===== config.mk =====
export PLATFORM = sky130hd
export DESIGN_NAME = pas_phy_aux_status_counters
export DESIGN_NICKNAME = d
export VERILOG_FILES = /design/src/hdl/pas_pkg.sv /design/src/hdl/pas_phy_aux_status_counters.sv
export VERILOG_INCLUDE_DIRS = /design/src /design/src/hdl
export SDC_FILE = /design/constraint.sdc
export NUM_CORES = 1
export LEC_CHECK = 0
export ABC_CLOCK_PERIOD_IN_PS = 4500
export BUFFER_PORTS_ARGS = -buffer_cell sky130_fd_sc_hd__buf_2
export CORE_MARGIN = 2
export CORE_UTILIZATION = 35
export DETAILED_ROUTE_END_ITERATION = 16
export HOLD_SLACK_MARGIN = 0.02
export PLACE_DENSITY_LB_ADDON = 0.05
export SETUP_SLACK_MARGIN = 0.15
export SYNTH_ARGS = -nofsm -noshare
export SYNTH_HDL_FRONTEND = slang
export SYNTH_SLANG_ARGS = --single-unit

===== constraint.sdc =====
create_clock -name i_core_clk -period 4.5 [get_ports i_core_clk]
set_input_delay 0.9 -clock i_core_clk [delete_from_list [all_inputs] [get_ports i_core_clk]]
set_output_delay 0.9 -clock i_core_clk [all_outputs]
set_load 0.005 [all_outputs]

===== src/hdl/pas_regs.svh =====
// register offsets, field positions, reset values and counts
`ifndef PAS_REGS_SVH
`define PAS_REGS_SVH
`define PAS_REG_FAST_RX_STATUS 5'h11
`define PAS_REG_RX_ERROR_COUNT 5'h12
`define PAS_REG_FALSE_CARRIER_COUNT 5'h13
`define PAS_REG_AUX_CONTROL_STATUS 5'h18
`define PAS_ST_LOCKED 9
`define PAS_ST_LINK 8
`define PAS_ST_REMOTE_FAULT 7
`define PAS_AUX_JABBER_DIS 15
`define PAS_AUX_FORCE_LINK 14
`define PAS_AUX_FULL_POWER 8
`define PAS_AUX_SQ_MSB 7
`define PAS_AUX_SQ_LSB 6
`define PAS_AUX_EDGE_MSB 5
`define PAS_AUX_EDGE_LSB 4
`define PAS_EDGE_RST 2'h3
`define PAS_SQ_RST 2'h0
`define PAS_SQ_ILLEGAL 2'h3
`define PAS_RXERR_MAX 16'h00ff
`define PAS_FCC_MAX 8'hff
`define PAS_PREAMBLE_LEN 6'h20
`define PAS_OP_READ 2'h2
`define PAS_OP_WRITE 2'h1
`define PAS_HDR_LAST 4'hc
`define PAS_DATA_LAST 4'hf
`endif


===== src/hdl/pas_pkg.sv =====
// types of the phy status and counter register bank
package pas_pkg;
  typedef enum logic [1:0] {st_pre, st_hdr, st_ta, st_data} pas_fsm_t;

  typedef struct packed {
    logic false_carrier;
    logic bad_esd;
    logic bad_code;
    logic tx_err_code;
    logic lock_lost;
    logic mlt3_err;
    logic rx_err_pkt;
  } pas_rx_events_t;

  typedef struct packed {
    logic jabber_dis;
    logic force_link;
    logic full_power;
    logic [1:0] squelch_level_select;
    logic [1:0] edge_rate;
  } pas_aux_cfg_t;

  typedef struct packed {
    logic mdc_q;
    pas_fsm_t fsm;
    logic [5:0] pre;
    logic [3:0] cnt;
    logic [11:0] hdr;
    logic [4:0] regad;
    logic is_read;
    logic [15:0] rd_shift;
    logic [15:0] wr_shift;
    logic mdio_o;
    logic mdio_oe;
    logic [5:0] lat;
    logic [5:0] snap_lat;
    logic [15:0] rxerr;
    logic [7:0] fcc;
    pas_aux_cfg_t cfg;
  } pas_state_t;
endpackage


===== src/hdl/pas_phy_aux_status_counters.sv =====
// phy receive status, error counters and aux control over mdio
`include "pas_regs.svh"

module pas_phy_aux_status_counters
  import pas_pkg::*;
(
  input wire logic i_core_clk,
  input wire logic i_reset,
  input wire logic [4:0] i_phy_addr,
  input wire logic i_mdc,
  input wire logic i_mdio,
  output logic o_mdio,
  output logic o_mdio_oe,
  input wire pas_rx_events_t i_events,
  input wire logic i_descr_locked,
  input wire logic i_link_good,
  input wire logic i_remote_fault,
  input wire logic i_ctrl_an_enable,
  input wire logic i_ctrl_speed_sel,
  input wire logic i_autoneg_enable_pin,
  input wire logic i_force_fast_speed_pin,
  input wire logic i_speed_fast,
  input wire logic i_an_busy,
  input wire logic i_full_duplex,
  output logic o_jabber_disable,
  output logic o_force_link,
  output logic o_full_power,
  output logic [1:0] o_squelch_level_select,
  output logic [1:0] o_edge_rate
);
  pas_state_t st_r;
  pas_state_t st_nxt;
  logic rise;
  logic [12:0] hdr_w;
  logic [4:0] sel_reg;
  logic hit;
  logic snap;
  logic rd_done;
  logic wr_done;
  logic [15:0] rd_word;
  logic [15:0] stat_word;
  logic [15:0] aux_word;
  logic [15:0] wdat;
  logic [5:0] ev_lat;
  logic [5:0] clr_mask;
  logic an_ind;
  logic force_fast_speed_pin_ind;
  logic snap_stat;
  logic snap_rxerr;
  logic snap_fcc;
  logic snap_aux;
  logic wr_aux;

  assign rise = i_mdc & ~st_r.mdc_q;
  assign hdr_w = {st_r.hdr, i_mdio};
  assign sel_reg = hdr_w[4:0];
  assign wdat = {st_r.wr_shift[14:0], i_mdio};
  assign ev_lat = {i_events.false_carrier, i_events.bad_esd,
                   i_events.bad_code, i_events.tx_err_code,
                   i_events.lock_lost, i_events.mlt3_err};
  assign an_ind = i_ctrl_an_enable & i_autoneg_enable_pin;
  // zero only for the two forced-10 cases
  assign force_fast_speed_pin_ind = ~((~i_autoneg_enable_pin & ~i_force_fast_speed_pin) |
                      (i_autoneg_enable_pin & ~i_ctrl_an_enable &
                       ~i_ctrl_speed_sel));
  assign stat_word = {6'h00, i_descr_locked, i_link_good, i_remote_fault,
                      1'b0, st_r.lat};
  // speed reads 10 while negotiation runs
  assign aux_word = {st_r.cfg.jabber_dis, st_r.cfg.force_link, 5'h00,
                     st_r.cfg.full_power, st_r.cfg.squelch_level_select,
                     st_r.cfg.edge_rate, an_ind, force_fast_speed_pin_ind,
                     i_speed_fast & ~i_an_busy, i_full_duplex};
  assign hit = hdr_w[12] && (hdr_w[9:5] == i_phy_addr) &&
               (sel_reg == `PAS_REG_FAST_RX_STATUS ||
                sel_reg == `PAS_REG_RX_ERROR_COUNT ||
                sel_reg == `PAS_REG_FALSE_CARRIER_COUNT ||
                sel_reg == `PAS_REG_AUX_CONTROL_STATUS);
  assign snap_stat = snap && sel_reg == `PAS_REG_FAST_RX_STATUS;
  assign snap_rxerr = snap && sel_reg == `PAS_REG_RX_ERROR_COUNT;
  assign snap_fcc = snap && sel_reg == `PAS_REG_FALSE_CARRIER_COUNT;
  assign snap_aux = snap && sel_reg == `PAS_REG_AUX_CONTROL_STATUS;
  assign wr_aux = wr_done && st_r.regad == `PAS_REG_AUX_CONTROL_STATUS;
  assign clr_mask = (rd_done && st_r.regad == `PAS_REG_FAST_RX_STATUS) ?
                    st_r.snap_lat : 6'h00;

  always_comb begin
    case (sel_reg)
      `PAS_REG_FAST_RX_STATUS: rd_word = stat_word;
      `PAS_REG_RX_ERROR_COUNT: rd_word = st_r.rxerr;
      `PAS_REG_FALSE_CARRIER_COUNT: rd_word = {8'h00, st_r.fcc};
      `PAS_REG_AUX_CONTROL_STATUS: rd_word = aux_word;
      default: rd_word = 16'h0000;
    endcase
  end

  always_comb begin
    st_nxt = st_r;
    snap = 1'b0;
    rd_done = 1'b0;
    wr_done = 1'b0;
    st_nxt.mdc_q = i_mdc;
    if (rise) begin
      unique case (st_r.fsm)
        st_pre: begin
          if (i_mdio) begin
            if (st_r.pre != `PAS_PREAMBLE_LEN) begin
              st_nxt.pre = st_r.pre + 6'h01;
            end
          end else begin
            if (st_r.pre == `PAS_PREAMBLE_LEN) begin
              st_nxt.fsm = st_hdr;
            end
            st_nxt.pre = 6'h00;
            st_nxt.cnt = 4'h0;
          end
        end
        st_hdr: begin
          st_nxt.hdr = hdr_w[11:0];
          st_nxt.cnt = st_r.cnt + 4'h1;
          if (st_r.cnt == `PAS_HDR_LAST) begin
            st_nxt.fsm = st_pre;
            st_nxt.cnt = 4'h0;
            st_nxt.regad = sel_reg;
            if (hit && hdr_w[11:10] == `PAS_OP_READ) begin
              st_nxt.fsm = st_ta;
              st_nxt.is_read = 1'b1;
              st_nxt.rd_shift = rd_word;
              snap = 1'b1;
            end else if (hit && hdr_w[11:10] == `PAS_OP_WRITE) begin
              st_nxt.fsm = st_ta;
              st_nxt.is_read = 1'b0;
            end
          end
        end
        st_ta: begin
          st_nxt.cnt = st_r.cnt + 4'h1;
          if (st_r.cnt == 4'h0) begin
            if (st_r.is_read) begin
              st_nxt.mdio_oe = 1'b1;
              st_nxt.mdio_o = 1'b0;
            end
          end else begin
            st_nxt.fsm = st_data;
            st_nxt.cnt = 4'h0;
            if (st_r.is_read) begin
              st_nxt.mdio_o = st_r.rd_shift[15];
              st_nxt.rd_shift = {st_r.rd_shift[14:0], 1'b0};
            end
          end
        end
        st_data: begin
          st_nxt.cnt = st_r.cnt + 4'h1;
          if (st_r.is_read) begin
            if (st_r.cnt == `PAS_DATA_LAST) begin
              st_nxt.mdio_oe = 1'b0;
              st_nxt.mdio_o = 1'b0;
              rd_done = 1'b1;
            end else begin
              st_nxt.mdio_o = st_r.rd_shift[15];
              st_nxt.rd_shift = {st_r.rd_shift[14:0], 1'b0};
            end
          end else begin
            st_nxt.wr_shift = wdat;
            wr_done = (st_r.cnt == `PAS_DATA_LAST);
          end
          if (st_r.cnt == `PAS_DATA_LAST) begin
            st_nxt.fsm = st_pre;
            st_nxt.cnt = 4'h0;
          end
        end
      endcase
    end
    if (snap_stat) begin
      st_nxt.snap_lat = st_r.lat;
    end
    // only bits already shown are cleared, new events set
    st_nxt.lat = (st_r.lat & ~clr_mask) | ev_lat;
    if (snap_rxerr) begin
      st_nxt.rxerr = {15'h0000, i_events.rx_err_pkt};
    end else if (i_events.rx_err_pkt && st_r.rxerr != `PAS_RXERR_MAX) begin
      st_nxt.rxerr = st_r.rxerr + 16'h0001;
    end
    if (snap_fcc) begin
      st_nxt.fcc = {7'h00, i_events.false_carrier};
    end else if (i_events.false_carrier && st_r.fcc != `PAS_FCC_MAX) begin
      st_nxt.fcc = st_r.fcc + 8'h01;
    end
    if (wr_aux) begin
      st_nxt.cfg.jabber_dis = wdat[`PAS_AUX_JABBER_DIS];
      st_nxt.cfg.force_link = wdat[`PAS_AUX_FORCE_LINK];
      st_nxt.cfg.full_power = wdat[`PAS_AUX_FULL_POWER];
      if (wdat[`PAS_AUX_SQ_MSB:`PAS_AUX_SQ_LSB] != `PAS_SQ_ILLEGAL) begin
        st_nxt.cfg.squelch_level_select =
          wdat[`PAS_AUX_SQ_MSB:`PAS_AUX_SQ_LSB];
      end
      st_nxt.cfg.edge_rate = wdat[`PAS_AUX_EDGE_MSB:`PAS_AUX_EDGE_LSB];
    end
  end

  always_ff @(posedge i_core_clk) begin
    if (i_reset) begin
      st_r <= '0;
      st_r.cfg.squelch_level_select <= `PAS_SQ_RST;
      st_r.cfg.edge_rate <= `PAS_EDGE_RST;
    end else begin
      st_r <= st_nxt;
    end
  end

  assign o_mdio = st_r.mdio_o;
  assign o_mdio_oe = st_r.mdio_oe;
  assign o_jabber_disable = st_r.cfg.jabber_dis;
  assign o_force_link = st_r.cfg.force_link;
  assign o_full_power = st_r.cfg.full_power;
  assign o_squelch_level_select = st_r.cfg.squelch_level_select;
  assign o_edge_rate = st_r.cfg.edge_rate;

  for (genvar gi = 0; gi < 6; gi++) begin : g_lat

  end
endmodule


# [Yosys cells after proc, flatten, opt, wreduce, memory -nomap -nowiden]
# Index checks and enable logic that the tools add are counted.
[word_totals] register_bits=107 out_inout_bits=9 wordCells=157
[classes] n_addsub=4 eq_ne=30 muxes=49 bitwise_logic=18 n_reduce_logical=34
[ops] operator="$mux W16" count=6
[ops] operator="$pmux W16 S4" count=1
[ops] operator="$pmux W16 S3" count=1
[ops] operator="$eq A5 B5 Y1 const B" count=6
[ops] operator="$mux W1" count=22
[ops] operator="$ne A2 B2 Y1 const B" count=11
[ops] operator="$mux W2" count=9
[ops] operator="$mux W6" count=3
[ops] operator="$add A16 B1 Y16 const B" count=1
[ops] operator="$mux W4" count=4
[ops] operator="$ne A16 B8 Y1 const B" count=1
[ops] operator="$pmux W4 S4" count=1
[ops] operator="$reduce_and A6 Y1" count=2
[ops] operator="$logic_and A1 B1 Y1" count=11
[ops] operator="$reduce_and A3 Y1" count=3
[ops] operator="$add A8 B1 Y8 const B" count=1
[ops] operator="$eq A4 B4 Y1 const B" count=2
[ops] operator="$ne A8 B8 Y1 const B" count=1
[ops] operator="$not A1 Y1" count=8
[ops] operator="$pmux W2 S4" count=1
[ops] operator="$reduce_and A4 Y1" count=2
[ops] operator="$reduce_and A8 Y1" count=1
[ops] operator="$reduce_bool A2 Y1" count=4
[ops] operator="$add A6 B1 Y6 const B" count=1
[ops] operator="other kinds (19)" count=32

# [Longest topological paths before layout]
# Gate-level depths: netlist of run 1.
[depth] depth_word=12 depth_mapped=9 mapped_depth_nobuf=7

# [Worst setup path before layout of run 1]
# Ideal clock, no wire load.
[synth_timing] path_type="input to register" startpoint="input port i_phy_addr[0]" endpoint="register st_r[66] in the netlist's numbering" arrival_time_ns=2.490 setup_slack_ns=1.940 cell_stages=6 cell_sequence="xnor2_1 > nand4_1 > or4b_4 > buf_6 > a221o_1 > a21oi_1"
[synth_between] elab_chain_len=6
[synth_lines] item="start, declared" line_no="pas_phy_aux_status_counters.sv:9" source="input wire logic [4:0] i_phy_addr,"
[synth_lines] item="$eq A5 B5 Y1" line_no="pas_phy_aux_status_counters.sv:73" source="assign hit = hdr_w[12] && (hdr_w[9:5] == i_phy_addr) &&"
[synth_lines] item="$logic_and A1 B1 Y1 (2 in a row)" line_no="pas_phy_aux_status_counters.sv:73"
[synth_lines] item="$logic_and A1 B1 Y1 (no line)"
[synth_lines] item="$ne A2 B2 Y1 (no line)"
[synth_lines] item="$reduce_and A8 Y1 (no line)"
[synth_lines] item="end signal, assigned" line_no="pas_phy_aux_status_counters.sv:206" source="st_r <= st_nxt;"
[synth_lines] item="end, declared" line_no="pas_phy_aux_status_counters.sv:31" source="pas_state_t st_r;"
# No other way between the ends.
# A chain may end at the register's enable or synchronous reset.

==> results of run 1 <==
==> cells by family (layout without fill, tap and decap cells) <==
| group | count (synthesis) | count (layout) | share of synthesized area |
|---|---|---|---|
| AO/OA/AOI/OAI | 123 | 123 | 0.1570 |
| XOR/XNOR | 28 | 28 | 0.04677 |
| adder cells (fa/ha/maj) | 6 | 6 | 0.01432 |
| buffers and inverters | 51 | 65 | 0.04223 |
| flip-flops | 107 | 107 | 0.4085 |
| multiplexers | 23 | 23 | 0.04438 |
| AND/OR/NAND/NOR | 296 | 296 | 0.2868 |
==> power by group through the flow <==
stage,sequential (mW),clock (mW),combinational (mW)
detailed placement,0.987,0,0.0743
floorplan,0.983,0,0.0465
finish,0.965,0.821,0.0731
CTS,0.965,0.850,0.0742
global route,0.966,0.884,0.0826
global placement,0.987,0,0.0731
==> path summary, 6_finish.rpt <==
check | from | endpoint | cells after the start
max | register | st_r[61] | 6
min | st_r[82] | st_r[82] | 2
max reg2reg | register | st_r[61] | 6
min reg2reg | st_r[82] | st_r[82] | 2
==> final cells by class <==
class,count,area share
well taps,184,0.03975
clock buffers,12,0.04256
repair buffers,37,0.03327
clock inverters,4,0.009505
inverters,12,0.007777
multi-input cells,476,0.4973
flip-flops and latches,107,0.3698
==> through the flow <==
| step | worst slack, ps | cell area, µm² | hold slack, ps | utilization | instances |
|---|---|---|---|---|---|
| 5_1_grt | 1344 | 5792 | 470.1 | 0.3970 | 832 |
| 3_3_place_gp | 1508 | 5490 | 438.9 | 0.3763 | 816 |
| 6_report | 1749 | 5792 | 452.9 | 0.3970 | 832 |
| 4_1_cts | 1752 | 5792 | 455.1 | 0.3970 | 832 |
| 3_5_place_dp | 1457 | 5490 | 445.7 | 0.3763 | 816 |
| 2_1_floorplan | 1940 | 5244 | 431.5 | - | 634 |
==> worst min-delay path, delay by kind of cell (launching register included) <==
family	cells	cell delay, ps
AOI/OAI and AO/OA	1	50
DFF	1	310
and+or+nand+nor	1	50
==> cells in the mapped netlist (all sizes together) (3+ instances only) <==
master	count	share of area
nand3b	9	0.013
xor2	23	0.038
nand2	109	0.078
nand3	16	0.015
and2	6	0.0072
a31o	3	0.0050
and3	9	0.011
inv	11	0.0079
nor3	15	0.014
nor3b	4	0.0098
o21ai	15	0.014
buf	15	0.016
a311oi	8	0.013
clkbuf	24	0.017
nor4	7	0.0095
a221o	5	0.0095
a22o	6	0.010
mux2i	21	0.040
nand4	24	0.029
nor2b	12	0.014
a211oi	4	0.0057
nor2	62	0.044
ha	6	0.014
dfxtp	107	0.41
xnor2	5	0.0084
a21oi	55	0.052
or3b	3	0.0050
==> state kept, by name, summed over array words and instances, names as in the netlist, named ones only <==
register and cells:
o_full_power 1, o_squelch_level_select 2, o_edge_rate 2, st_r 85
o_jabber_disable 1, o_mdio_oe 1, hdr_w 12, o_force_link 1
o_mdio 1
==> metal layers <==
metal  GRT usage  vias to the layer above  share of wire  wire length (µm)
met5           0                        -              0                 0
met4     0.03620                        0         0.0096               130
met3     0.04597                        8          0.038               517
met2      0.2730                       62           0.46              6239
met1      0.2388                     2143           0.49              6598
li1            -                     2263              -                 -
==> cells in the final DEF, fill, tap and decap left out, types with 16 or more instances in the layout <==
master	instances
sky130_fd_sc_hd__nor2_1	62
sky130_fd_sc_hd__nand4_1	24
sky130_fd_sc_hd__mux2i_1	21
sky130_fd_sc_hd__buf_2	34
sky130_fd_sc_hd__a21oi_1	55
sky130_fd_sc_hd__nand2_1	109
sky130_fd_sc_hd__xor2_1	23
sky130_fd_sc_hd__nand3_1	16
sky130_fd_sc_hd__dfxtp_1	107
==> metrics.txt, run 1 <==
# TYPE chip_impl_metric gauge
chip_impl_info{name="status",value="complete, no violations"} 1
chip_impl_metric{name="leakagePower",unit="nW"} 1.990
chip_impl_metric{name="timing.critical_path.fanout_max",unit=""} 26
chip_impl_metric{name="initial_core_util",unit=""} 0.3594
chip_impl_metric{name="multi_input_area",unit="µm²"} 2880
chip_impl_metric{name="worst-endpoint-required",unit="ps"} 4800
chip_impl_metric{name="ys_async_sr_fraction",unit=""} 0
chip_impl_metric{name="comb_power_share",unit=""} 0.039
chip_impl_metric{name="cts.clk_slew.worst_paths",unit="ps"} 70
chip_impl_metric{name="remaining_drc_errors",unit=""} 0
chip_impl_metric{name="switching_share",unit=""} 0.2290
chip_impl_metric{name="critical_path.n_buffers_inverters",unit=""} 2
chip_impl_metric{name="cts_sinks",unit=""} 107
chip_impl_metric{name="drt-vias-per-instance",unit=""} 5.380
chip_impl_metric{name="timing.final.max_slew_violations",unit=""} 0
chip_impl_metric{name="syn_area_per_cell",unit="µm²"} 8.271
chip_impl_info{name="cts-root-buf",value="sky130_fd_sc_hd__clkbuf_16"} 1
chip_impl_metric{name="irDropWorstVdd",unit="mV"} 0.2324
chip_impl_info{name="worst_hold_path_type",value="reg2reg"} 1
chip_impl_metric{name="place.port_buffers",unit=""} 34
chip_impl_metric{name="grt_pass1_wl",unit="mm"} 22.17
chip_impl_metric{name="tritoncts.num_buffers",unit=""} 9
chip_impl_metric{name="die_area",unit="µm²"} 15980
chip_impl_metric{name="synthesis.instances",unit=""} 634
chip_impl_metric{name="p_int",unit="mW"} 1.434
chip_impl_metric{name="synth.cell_area",unit="µm²"} 5244
chip_impl_metric{name="post_route_cells_drive_above_1_share",unit=""} 0.1127
chip_impl_metric{name="vias_after_detailed_routing",unit=""} 4476
chip_impl_metric{name="post_cts_resized",unit=""} 0
chip_impl_metric{name="fin_tns_setup",unit="ps"} 0
chip_impl_info{name="cts_tree",value="yes"} 1
chip_impl_metric{name="nets_finish",unit=""} 675
chip_impl_metric{name="period_utilisation_layout",unit=""} 0.6113
chip_impl_info{name="crit_path_cell_trace",value="buf_4, inv_1, nor3_1, nand2_1, a2111oi_0, a31o_2"} 1
chip_impl_metric{name="place_congestion",unit=""} 0.7740
chip_impl_metric{name="measured_slew_at_the_worst_slew_check_pin",unit="ps"} 1015
chip_impl_info{name="grt_setup_unrepaired",value="false"} 1
chip_impl_metric{name="synthesized_net_count",unit=""} 666
chip_impl_info{name="critPathLaunchType",value="register"} 1
chip_impl_metric{name="route.antenna.remaining_nets",unit=""} 0
chip_impl_metric{name="setup_viol",unit=""} 0
chip_impl_metric{name="worstSkewPairLatency",unit="ps"} 350
chip_impl_metric{name="max-slew-margin-rel",unit=""} 0.3169
chip_impl_metric{name="synth.distinct_cells",unit=""} 70
chip_impl_metric{name="synth_edf_count",unit=""} 0
chip_impl_metric{name="flow.area_growth_from_synthesis",unit="%"} 10.45
chip_impl_metric{name="sequential_share_of_the_synthesized_area",unit=""} 0.4085
chip_impl_metric{name="period_minus_slack",unit="ps"} 2751
chip_impl_metric{name="grt_pass1_vias",unit=""} 4185
chip_impl_metric{name="routedWlPerCell",unit="µm"} 16.21
chip_impl_metric{name="i_o_pins",unit=""} 35
chip_impl_info{name="worst-setup-path-type",value="reg2reg"} 1
chip_impl_metric{name="seq_area",unit="µm²"} 2142
chip_impl_info{name="critPathSlowestCell",value="sky130_fd_sc_hd__dfxtp_1"} 1
chip_impl_metric{name="floorplan.rows",unit=""} 44
chip_impl_metric{name="grt_max_degree",unit=""} 82
chip_impl_metric{name="clock_power_share",unit=""} 0.442
chip_impl_metric{name="finalPower",unit="mW"} 1.859
chip_impl_metric{name="synth.ff_latch_count",unit=""} 107
chip_impl_metric{name="filler_cell_count",unit=""} 1484
chip_impl_metric{name="detailedRoute.firstPassIterationCount",unit=""} 5
chip_impl_metric{name="pwr-share-seq",unit=""} 0.519
chip_impl_metric{name="grt_antenna_before_repair",unit=""} 0
chip_impl_metric{name="timing.critical_path.slowest_cell_delay",unit="ps"} 620
chip_impl_metric{name="r2r_setup_slack",unit="ps"} 1750
chip_impl_metric{name="fp.dieH",unit="µm"} 126.4
chip_impl_metric{name="cts-hold-fix-buffers",unit=""} 0
chip_impl_metric{name="clk_path_buf_depth",unit=""} 2
chip_impl_metric{name="power_density_over_the_cells",unit="nW/µm²"} 321.0
chip_impl_metric{name="yosysWarningCount",unit=""} 0
chip_impl_metric{name="initialDrtViolationCount",unit=""} 344
chip_impl_metric{name="cts_htree_levels",unit=""} 3
chip_impl_metric{name="maxCapViolations",unit=""} 0
chip_impl_metric{name="timing.fmax",unit="MHz"} 363.5
chip_impl_metric{name="postCtsSetupBuffers",unit=""} 0
chip_impl_info{name="post_synth_top_flop",value="sky130_fd_sc_hd__dfxtp_1"} 1
chip_impl_metric{name="drt-total-wl",unit="mm"} 13.49
chip_impl_info{name="crit_path_end_kind",value="register"} 1
chip_impl_metric{name="coreArea",unit="µm²"} 14590
chip_impl_metric{name="skew",unit="ps"} 5.346
chip_impl_info{name="critical-path-top-delay-family",value="simple AND/OR/NAND/NOR gates"} 1
chip_impl_metric{name="grt_usage",unit=""} 0.1730
chip_impl_metric{name="grt_overflow_total",unit=""} 0
chip_impl_metric{name="hpwl",unit="mm"} 9.448
chip_impl_metric{name="die-width",unit="µm"} 126.4
chip_impl_metric{name="power.net_switching",unit="mW"} 0.4257
chip_impl_metric{name="final-hold-violation-count",unit=""} 0
chip_impl_metric{name="antenna_cells",unit=""} 0
chip_impl_metric{name="arrival",unit="ps"} 3050
Note: power is estimated with default switching activity, not from simulation.
==> inputs of run 2 (changes only) <==
--- a/config.mk
+++ b/config.mk
@@ -6,7 +6,7 @@
 export SDC_FILE = /design/constraint.sdc
 export NUM_CORES = 1
 export LEC_CHECK = 0
-export ABC_CLOCK_PERIOD_IN_PS = 4500
+export ABC_CLOCK_PERIOD_IN_PS = 2400
 export BUFFER_PORTS_ARGS = -buffer_cell sky130_fd_sc_hd__buf_2
 export CORE_MARGIN = 2
 export CORE_UTILIZATION = 35
==> constraint.sdc (replaced) <==
create_clock -name i_core_clk -period 2.4 [get_ports i_core_clk]
set_input_delay 0.48 -clock i_core_clk [delete_from_list [all_inputs] [get_ports i_core_clk]]
set_output_delay 0.48 -clock i_core_clk [all_outputs]
set_load 0.005 [all_outputs]
==> metrics.txt, run 2 (synthesis results as in run 1) <==
# TYPE chip_impl_metric gauge
chip_impl_info{name="mostFrequentLayoutCell",value="sky130_fd_sc_hd__nand2_1"} 1
chip_impl_metric{name="period_minus_slack",unit="ps"} 2159
chip_impl_metric{name="clk_path_buf_depth",unit=""} 2
chip_impl_metric{name="initialDrtViolationCount",unit=""} 381
chip_impl_metric{name="die_area",unit="µm²"} 15980
chip_impl_metric{name="maxCapViolations",unit=""} 0
chip_impl_metric{name="fin_tns_setup",unit="ps"} 0
chip_impl_metric{name="grt_max_degree",unit=""} 43
chip_impl_metric{name="skew",unit="ps"} 9.257
chip_impl_info{name="mostFrequentLayoutCells",value="sky130_fd_sc_hd__nand2_1 (108), sky130_fd_sc_hd__dfxtp_1 (105), sky130_fd_sc_hd__nor2_1 (62)"} 1
chip_impl_metric{name="post_route_cells_drive_above_1_share",unit=""} 0.1766
chip_impl_metric{name="seq_area",unit="µm²"} 2145
chip_impl_metric{name="max-slew-margin-rel",unit=""} 0.6257
chip_impl_metric{name="finalPower",unit="mW"} 3.501
chip_impl_metric{name="place_area",unit="µm²"} 5746
chip_impl_info{name="worst_hold_path_type",value="in2reg"} 1
chip_impl_metric{name="grt_overflow_total",unit=""} 0
chip_impl_info{name="critPathSlowestCell",value="sky130_fd_sc_hd__or4b_4"} 1
chip_impl_metric{name="arrival",unit="ps"} 2470
chip_impl_metric{name="grt_pass1_wl",unit="mm"} 22.78
chip_impl_metric{name="die-width",unit="µm"} 126.4
chip_impl_metric{name="i_o_pins",unit=""} 35
chip_impl_metric{name="floorplan.rows",unit=""} 44
chip_impl_metric{name="worstSkewPairLatency",unit="ps"} 360
chip_impl_info{name="worst-setup-path-type",value="reg2reg"} 1
chip_impl_metric{name="nets_finish",unit=""} 712
chip_impl_metric{name="place_congestion",unit=""} 0.8030
chip_impl_metric{name="cts_sinks",unit=""} 107
chip_impl_info{name="crit_path_end_kind",value="register"} 1
chip_impl_metric{name="vias_after_detailed_routing",unit=""} 4628
chip_impl_metric{name="flow.area_growth_from_synthesis",unit="%"} 16.85
chip_impl_metric{name="post-route-cell-area",unit="µm²"} 6127
chip_impl_metric{name="hpwl",unit="mm"} 10.11
chip_impl_metric{name="worst-endpoint-required",unit="ps"} 2710
chip_impl_metric{name="critical_path.n_buffers_inverters",unit=""} 2
chip_impl_info{name="cts_tree",value="yes"} 1
chip_impl_metric{name="place.port_buffers",unit=""} 34
chip_impl_metric{name="fp.dieH",unit="µm"} 126.4
chip_impl_info{name="crit_path_cell_trace",value="inv_1, ha_2, and3b_1, nand4_1, or4b_4, buf_4, a211oi_1, a31o_2"} 1
chip_impl_metric{name="detailedRoute.firstPassIterationCount",unit=""} 5
chip_impl_metric{name="dpl_worst_slack",unit="ps"} 53.60
chip_impl_metric{name="timing.fmax",unit="MHz"} 463.1
chip_impl_metric{name="routedWlPerCell",unit="µm"} 16.19
chip_impl_info{name="critPathLaunchType",value="register"} 1
chip_impl_metric{name="cts.clk_slew.worst_paths",unit="ps"} 80
chip_impl_metric{name="setup_viol",unit=""} 0
chip_impl_metric{name="initial_core_util",unit=""} 0.3594
chip_impl_metric{name="setup_ws",unit="ps"} 240.7
chip_impl_metric{name="cts-hold-fix-buffers",unit=""} 0
chip_impl_info{name="critical-path-top-delay-family",value="simple AND/OR/NAND/NOR gates"} 1
chip_impl_metric{name="timing.final.max_slew_violations",unit=""} 0
chip_impl_metric{name="grt_antenna_before_repair",unit=""} 0
chip_impl_metric{name="cts_htree_levels",unit=""} 3
chip_impl_metric{name="antenna_cells",unit=""} 0
chip_impl_metric{name="largest_register_ff_count",unit=""} 85
chip_impl_metric{name="multi_input_area",unit="µm²"} 2939
chip_impl_metric{name="drt-vias-per-instance",unit=""} 5.326
chip_impl_info{name="grt_setup_unrepaired",value="true"} 1
chip_impl_info{name="cts-root-buf",value="sky130_fd_sc_hd__clkbuf_16"} 1
chip_impl_metric{name="timing.critical_path.slowest_cell_delay",unit="ps"} 600
chip_impl_metric{name="measured_slew_at_the_worst_slew_check_pin",unit="ps"} 559.0
chip_impl_metric{name="irDropWorstVdd",unit="mV"} 0.5266
chip_impl_metric{name="coreArea",unit="µm²"} 14590
chip_impl_metric{name="remaining_drc_errors",unit=""} 0
chip_impl_metric{name="timing.critical_path.fanout_max",unit=""} 5
chip_impl_metric{name="route.antenna.remaining_nets",unit=""} 0
chip_impl_metric{name="leakagePower",unit="nW"} 2.188
chip_impl_metric{name="tritoncts.num_buffers",unit=""} 9
chip_impl_metric{name="period_utilisation_layout",unit=""} 0.8997
chip_impl_info{name="status",value="complete, no violations"} 1
chip_impl_metric{name="grt_pass1_vias",unit=""} 4396
chip_impl_metric{name="power_density_over_the_cells",unit="nW/µm²"} 571.4
chip_impl_metric{name="final-hold-violation-count",unit=""} 0
chip_impl_metric{name="drt-total-wl",unit="mm"} 14.07
chip_impl_metric{name="grt_usage",unit=""} 0.1777
chip_impl_info{name="registers.top_by_ff_count",value="st_r"} 1
chip_impl_metric{name="filler_cell_count",unit=""} 1475
## run 2: cell count changes in the layout (fill, tap and decap cells not counted), moves of 2 or more
| cell | delta |
|---|---|
| sky130_fd_sc_hd__buf_4 | +36 |
| sky130_fd_sc_hd__inv_6 | -2 |
| sky130_fd_sc_hd__nor4_1 | -2 |
| sky130_fd_sc_hd__dfxtp_2 | +2 |
| sky130_fd_sc_hd__nor4_2 | +2 |
| sky130_fd_sc_hd__clkinv_2 | +2 |
| sky130_fd_sc_hd__dfxtp_1 | -2 |
## run 2: area by class of cell
class                           count  share of cell area
Clock inverter                      4            0.007964
Multi-Input combinational cell    477              0.4797
Tap cell                          184             0.03757
Inverter                           12            0.007351
Sequential cell                   107              0.3500
Clock buffer                       12             0.04186
Timing Repair Buffer               73             0.07556
## run 2: tightest hold or removal path: cells and delay by family
family                 cells  cell delay [ps]
AND/OR/NAND/NOR            1               70
AO/OA/AOI/OAI              1               30
buffers and inverters      1               80
## run 2: what timing repair did
item / 4_1_cts / 5_1_grt
gates resized for setup: 1 / 11
gates cloned: 0 / 1
pin swaps: 0 / 1
endpoints found under the setup margin: 1 / 41
setup buffers: 2 / 0
## run 2: per-layer routing
layer	global-route usage	part of all wire	vias to the layer above
met4	0.04202	0.015	0
met3	0.04344	0.040	17
li1	-	-	2340
met1	0.2401	0.48	2193
met2	0.2872	0.46	78
met5	0	0	-
## run 2: through the flow
stage,utilization,cells,hold WS [ps]
global route,0.4200,869,337.8
floorplan,-,634,431.5
detailed placement,0.3938,850,447.0
finish,0.4200,869,332.5
CTS,0.4159,868,325.8
global placement,0.3938,850,437.9
## run 2: where the power goes
group | total, mW | switching [mW] | internal [mW]
registers | 1.81 | 0.0182 | 1.79
clock network | 1.55 | 0.684 | 0.866
logic | 0.142 | 0.0881 | 0.0537
total | 3.50 | 0.791 | 2.71
## run 2: final timing paths
path              slack (ps)       end   startpoint  cells past startpoint
setup / recovery         240  st_r[64]     st_r[95]                      8
hold / removal           330  st_r[41]  i_events[5]                      3
setup reg to reg         240  st_r[64]     st_r[95]                      8
hold reg to reg          460  st_r[47]     st_r[46]                      2
==> inputs of run 3 (changes only) <==
--- a/config.mk
+++ b/config.mk
@@ -6,14 +6,14 @@
 export SDC_FILE = /design/constraint.sdc
 export NUM_CORES = 1
 export LEC_CHECK = 0
-export ABC_CLOCK_PERIOD_IN_PS = 2400
+export ABC_CLOCK_PERIOD_IN_PS = 2100
 export BUFFER_PORTS_ARGS = -buffer_cell sky130_fd_sc_hd__buf_2
 export CORE_MARGIN = 2
 export CORE_UTILIZATION = 35
 export DETAILED_ROUTE_END_ITERATION = 16
 export HOLD_SLACK_MARGIN = 0.02
 export PLACE_DENSITY_LB_ADDON = 0.05
-export SETUP_SLACK_MARGIN = 0.15
+export SETUP_SLACK_MARGIN = 0.05
 export SYNTH_ARGS = -nofsm -noshare
 export SYNTH_HDL_FRONTEND = slang
 export SYNTH_SLANG_ARGS = --single-unit
==> constraint.sdc (replaced) <==
create_clock -name i_core_clk -period 2.1 [get_ports i_core_clk]
set_input_delay 0.42 -clock i_core_clk [delete_from_list [all_inputs] [get_ports i_core_clk]]
set_output_delay 0.42 -clock i_core_clk [all_outputs]
set_load 0.005 [all_outputs]
==> metrics.txt, run 3 (synthesis results as in run 1) <==
# TYPE chip_impl_metric gauge
chip_impl_info{name="status",value="complete, no violations"} 1
chip_impl_metric{name="maxCapViolations",unit=""} 0
chip_impl_metric{name="drt-vias-per-instance",unit=""} 5.257
chip_impl_metric{name="measured_slew_at_the_worst_slew_check_pin",unit="ps"} 556.0
chip_impl_info{name="worst_hold_path_type",value="in2reg"} 1
chip_impl_metric{name="nets_finish",unit=""} 733
chip_impl_metric{name="routedWlPerCell",unit="µm"} 15.92
chip_impl_info{name="critPathSlowestCell",value="sky130_fd_sc_hd__or4b_4"} 1
chip_impl_metric{name="timing.final.max_slew_violations",unit=""} 0
chip_impl_metric{name="fp.dieH",unit="µm"} 126.4
chip_impl_metric{name="vias_after_detailed_routing",unit=""} 4679
chip_impl_info{name="crit_path_end_kind",value="register"} 1
chip_impl_metric{name="place_congestion",unit=""} 0.8192
chip_impl_metric{name="place.port_buffers",unit=""} 34
chip_impl_metric{name="cts_htree_levels",unit=""} 3
chip_impl_metric{name="power_density_over_the_cells",unit="nW/µm²"} 627.6
chip_impl_metric{name="layoutNonFillerInstCount",unit=""} 890
chip_impl_metric{name="timing.fmax",unit="MHz"} 493.3
chip_impl_metric{name="skew",unit="ps"} 6.735
chip_impl_metric{name="die_area",unit="µm²"} 15980
chip_impl_metric{name="coreArea",unit="µm²"} 14590
chip_impl_metric{name="seq_area",unit="µm²"} 2151
chip_impl_metric{name="antenna_cells",unit=""} 0
chip_impl_metric{name="cts.clk_slew.worst_paths",unit="ps"} 80
chip_impl_metric{name="grt_max_degree",unit=""} 41
chip_impl_metric{name="i_o_pins",unit=""} 35
chip_impl_metric{name="fin_hold_ws",unit="ps"} 261.1
chip_impl_metric{name="remaining_drc_errors",unit=""} 0
chip_impl_info{name="cts-root-buf",value="sky130_fd_sc_hd__clkbuf_16"} 1
chip_impl_metric{name="detailedRoute.firstPassIterationCount",unit=""} 4
chip_impl_metric{name="hpwl",unit="mm"} 10.32
chip_impl_metric{name="arrival",unit="ps"} 2340
chip_impl_metric{name="period_utilisation_layout",unit=""} 0.9653
chip_impl_metric{name="timing.critical_path.slowest_cell_delay",unit="ps"} 550
chip_impl_metric{name="grt_pass1_wl",unit="mm"} 22.99
chip_impl_metric{name="final-hold-violation-count",unit=""} 0
chip_impl_metric{name="die-width",unit="µm"} 126.4
chip_impl_metric{name="cts_sinks",unit=""} 107
chip_impl_metric{name="grt_usage",unit=""} 0.1788
chip_impl_metric{name="grt_antenna_before_repair",unit=""} 0
chip_impl_info{name="registers.top_by_ff_count",value="st_r"} 1
chip_impl_metric{name="flow.area_growth_from_synthesis",unit="%"} 22.09
chip_impl_metric{name="floorplan.rows",unit=""} 44
chip_impl_metric{name="period_minus_slack",unit="ps"} 2027
chip_impl_metric{name="grt_pass1_vias",unit=""} 4438
chip_impl_info{name="crit_path_cell_trace",value="ha_2, and4_4, o22ai_4, or4b_4, a2111oi_4, a31o_2"} 1
chip_impl_metric{name="irDropWorstVdd",unit="mV"} 0.3914
chip_impl_info{name="mostFrequentLayoutCell",value="sky130_fd_sc_hd__nand2_1"} 1
chip_impl_metric{name="tritoncts.num_buffers",unit=""} 9
chip_impl_info{name="critPathLaunchType",value="register"} 1
chip_impl_metric{name="setup_viol",unit=""} 0
chip_impl_info{name="grt_setup_unrepaired",value="true"} 1
chip_impl_metric{name="worst-endpoint-required",unit="ps"} 2410
chip_impl_metric{name="grt_overflow_total",unit=""} 0
chip_impl_metric{name="initial_core_util",unit=""} 0.3594
chip_impl_info{name="worst-setup-path-type",value="reg2reg"} 1
chip_impl_info{name="cts_tree",value="yes"} 1
chip_impl_metric{name="clk_path_buf_depth",unit=""} 2
chip_impl_metric{name="max-slew-margin-rel",unit=""} 0.6271
chip_impl_metric{name="multi_input_area",unit="µm²"} 3027
chip_impl_metric{name="worstSkewPairLatency",unit="ps"} 360
chip_impl_metric{name="leakagePower",unit="nW"} 2.306
chip_impl_metric{name="drt-total-wl",unit="mm"} 14.17
chip_impl_metric{name="route.antenna.remaining_nets",unit=""} 0
chip_impl_metric{name="fin_tns_setup",unit="ps"} 0
chip_impl_metric{name="initialDrtViolationCount",unit=""} 283
chip_impl_metric{name="post_route_cells_drive_above_1_share",unit=""} 0.2238
chip_impl_metric{name="dp.cells",unit=""} 869
chip_impl_metric{name="filler_cell_count",unit=""} 1479
chip_impl_info{name="mostFrequentLayoutCells",value="sky130_fd_sc_hd__nand2_1 (108), sky130_fd_sc_hd__dfxtp_1 (102), sky130_fd_sc_hd__nor2_1 (61)"} 1
chip_impl_metric{name="timing.critical_path.fanout_max",unit=""} 5
chip_impl_metric{name="largest_register_ff_count",unit=""} 85
## run 3: cell count changes in the layout (fill, tap and decap cells not counted), sizes merged
cell / delta
clkinvlp: +2
buf: +21
inv: +2
clkinv: -1
clkbuf: -3
## run 3: worst paths after layout
path                from        to  slack [ps]  cells after the start
max             st_r[95]  st_r[61]          70                      6
min          i_events[4]  st_r[40]         260                      3
max reg2reg     st_r[95]  st_r[61]          70                      6
min reg2reg     st_r[57]  st_r[58]         460                      2
## run 3: power breakdown
group | switching (mW) | internal, mW
registers | 0.0211 | 2.04
clock network | 0.830 | 0.946
logic | 0.104 | 0.0725
total | 0.955 | 3.06
## run 3: metrics by stage
| stage | worst slack (ps) | cell area (µm²) | power (mW) | util |
|---|---|---|---|---|
| after CTS | 39.82 | 6255 | 4.083 | 0.4287 |
| after global placement | -46.69 | 5936 | 2.287 | 0.4069 |
| after floorplan | 50.35 | 5279 | 2.208 | - |
| final | 72.82 | 6402 | 4.018 | 0.4389 |
| after global routing | -32.07 | 6402 | 4.190 | 0.4389 |
| after detailed placement | -48.94 | 5936 | 2.291 | 0.4069 |
## run 3: worst max-delay path: cells and delay by family (launching register included)
| family | cells | cell delay (ps) |
|---|---|---|
| AND/OR/NAND/NOR | 2 | 740 |
| AO/OA/AOI/OAI | 3 | 690 |
| flip-flops | 1 | 360 |
| adder cells (fa/ha/maj) | 1 | 180 |
## run 3: per-layer routing
metal	GRT usage	share of wire	vias up
met5	0	0	-
met4	0.04396	0.0093	0
met3	0.04007	0.027	8
met2	0.2910	0.48	57
met1	0.2415	0.48	2235
li1	-	-	2379
## run 3: final cells by class
class | instances | share of cell area
Clock buffer | 9 | 0.03518
Clock inverter | 7 | 0.01329
Inverter | 12 | 0.007426
Multi-Input combinational cell | 477 | 0.4727
Sequential cell | 107 | 0.3359
Tap cell | 184 | 0.03596
Timing Repair Buffer | 94 | 0.09947
## run 3: what timing repair did
item / 4_1_cts / 5_1_grt
resized for setup: 3 / 23
pin swaps: 0 / 7
setup buffers: 0 / 4
hold buffers: 0 / 0
endpoints found under the setup margin: 2 / 38
cloned: 0 / 1
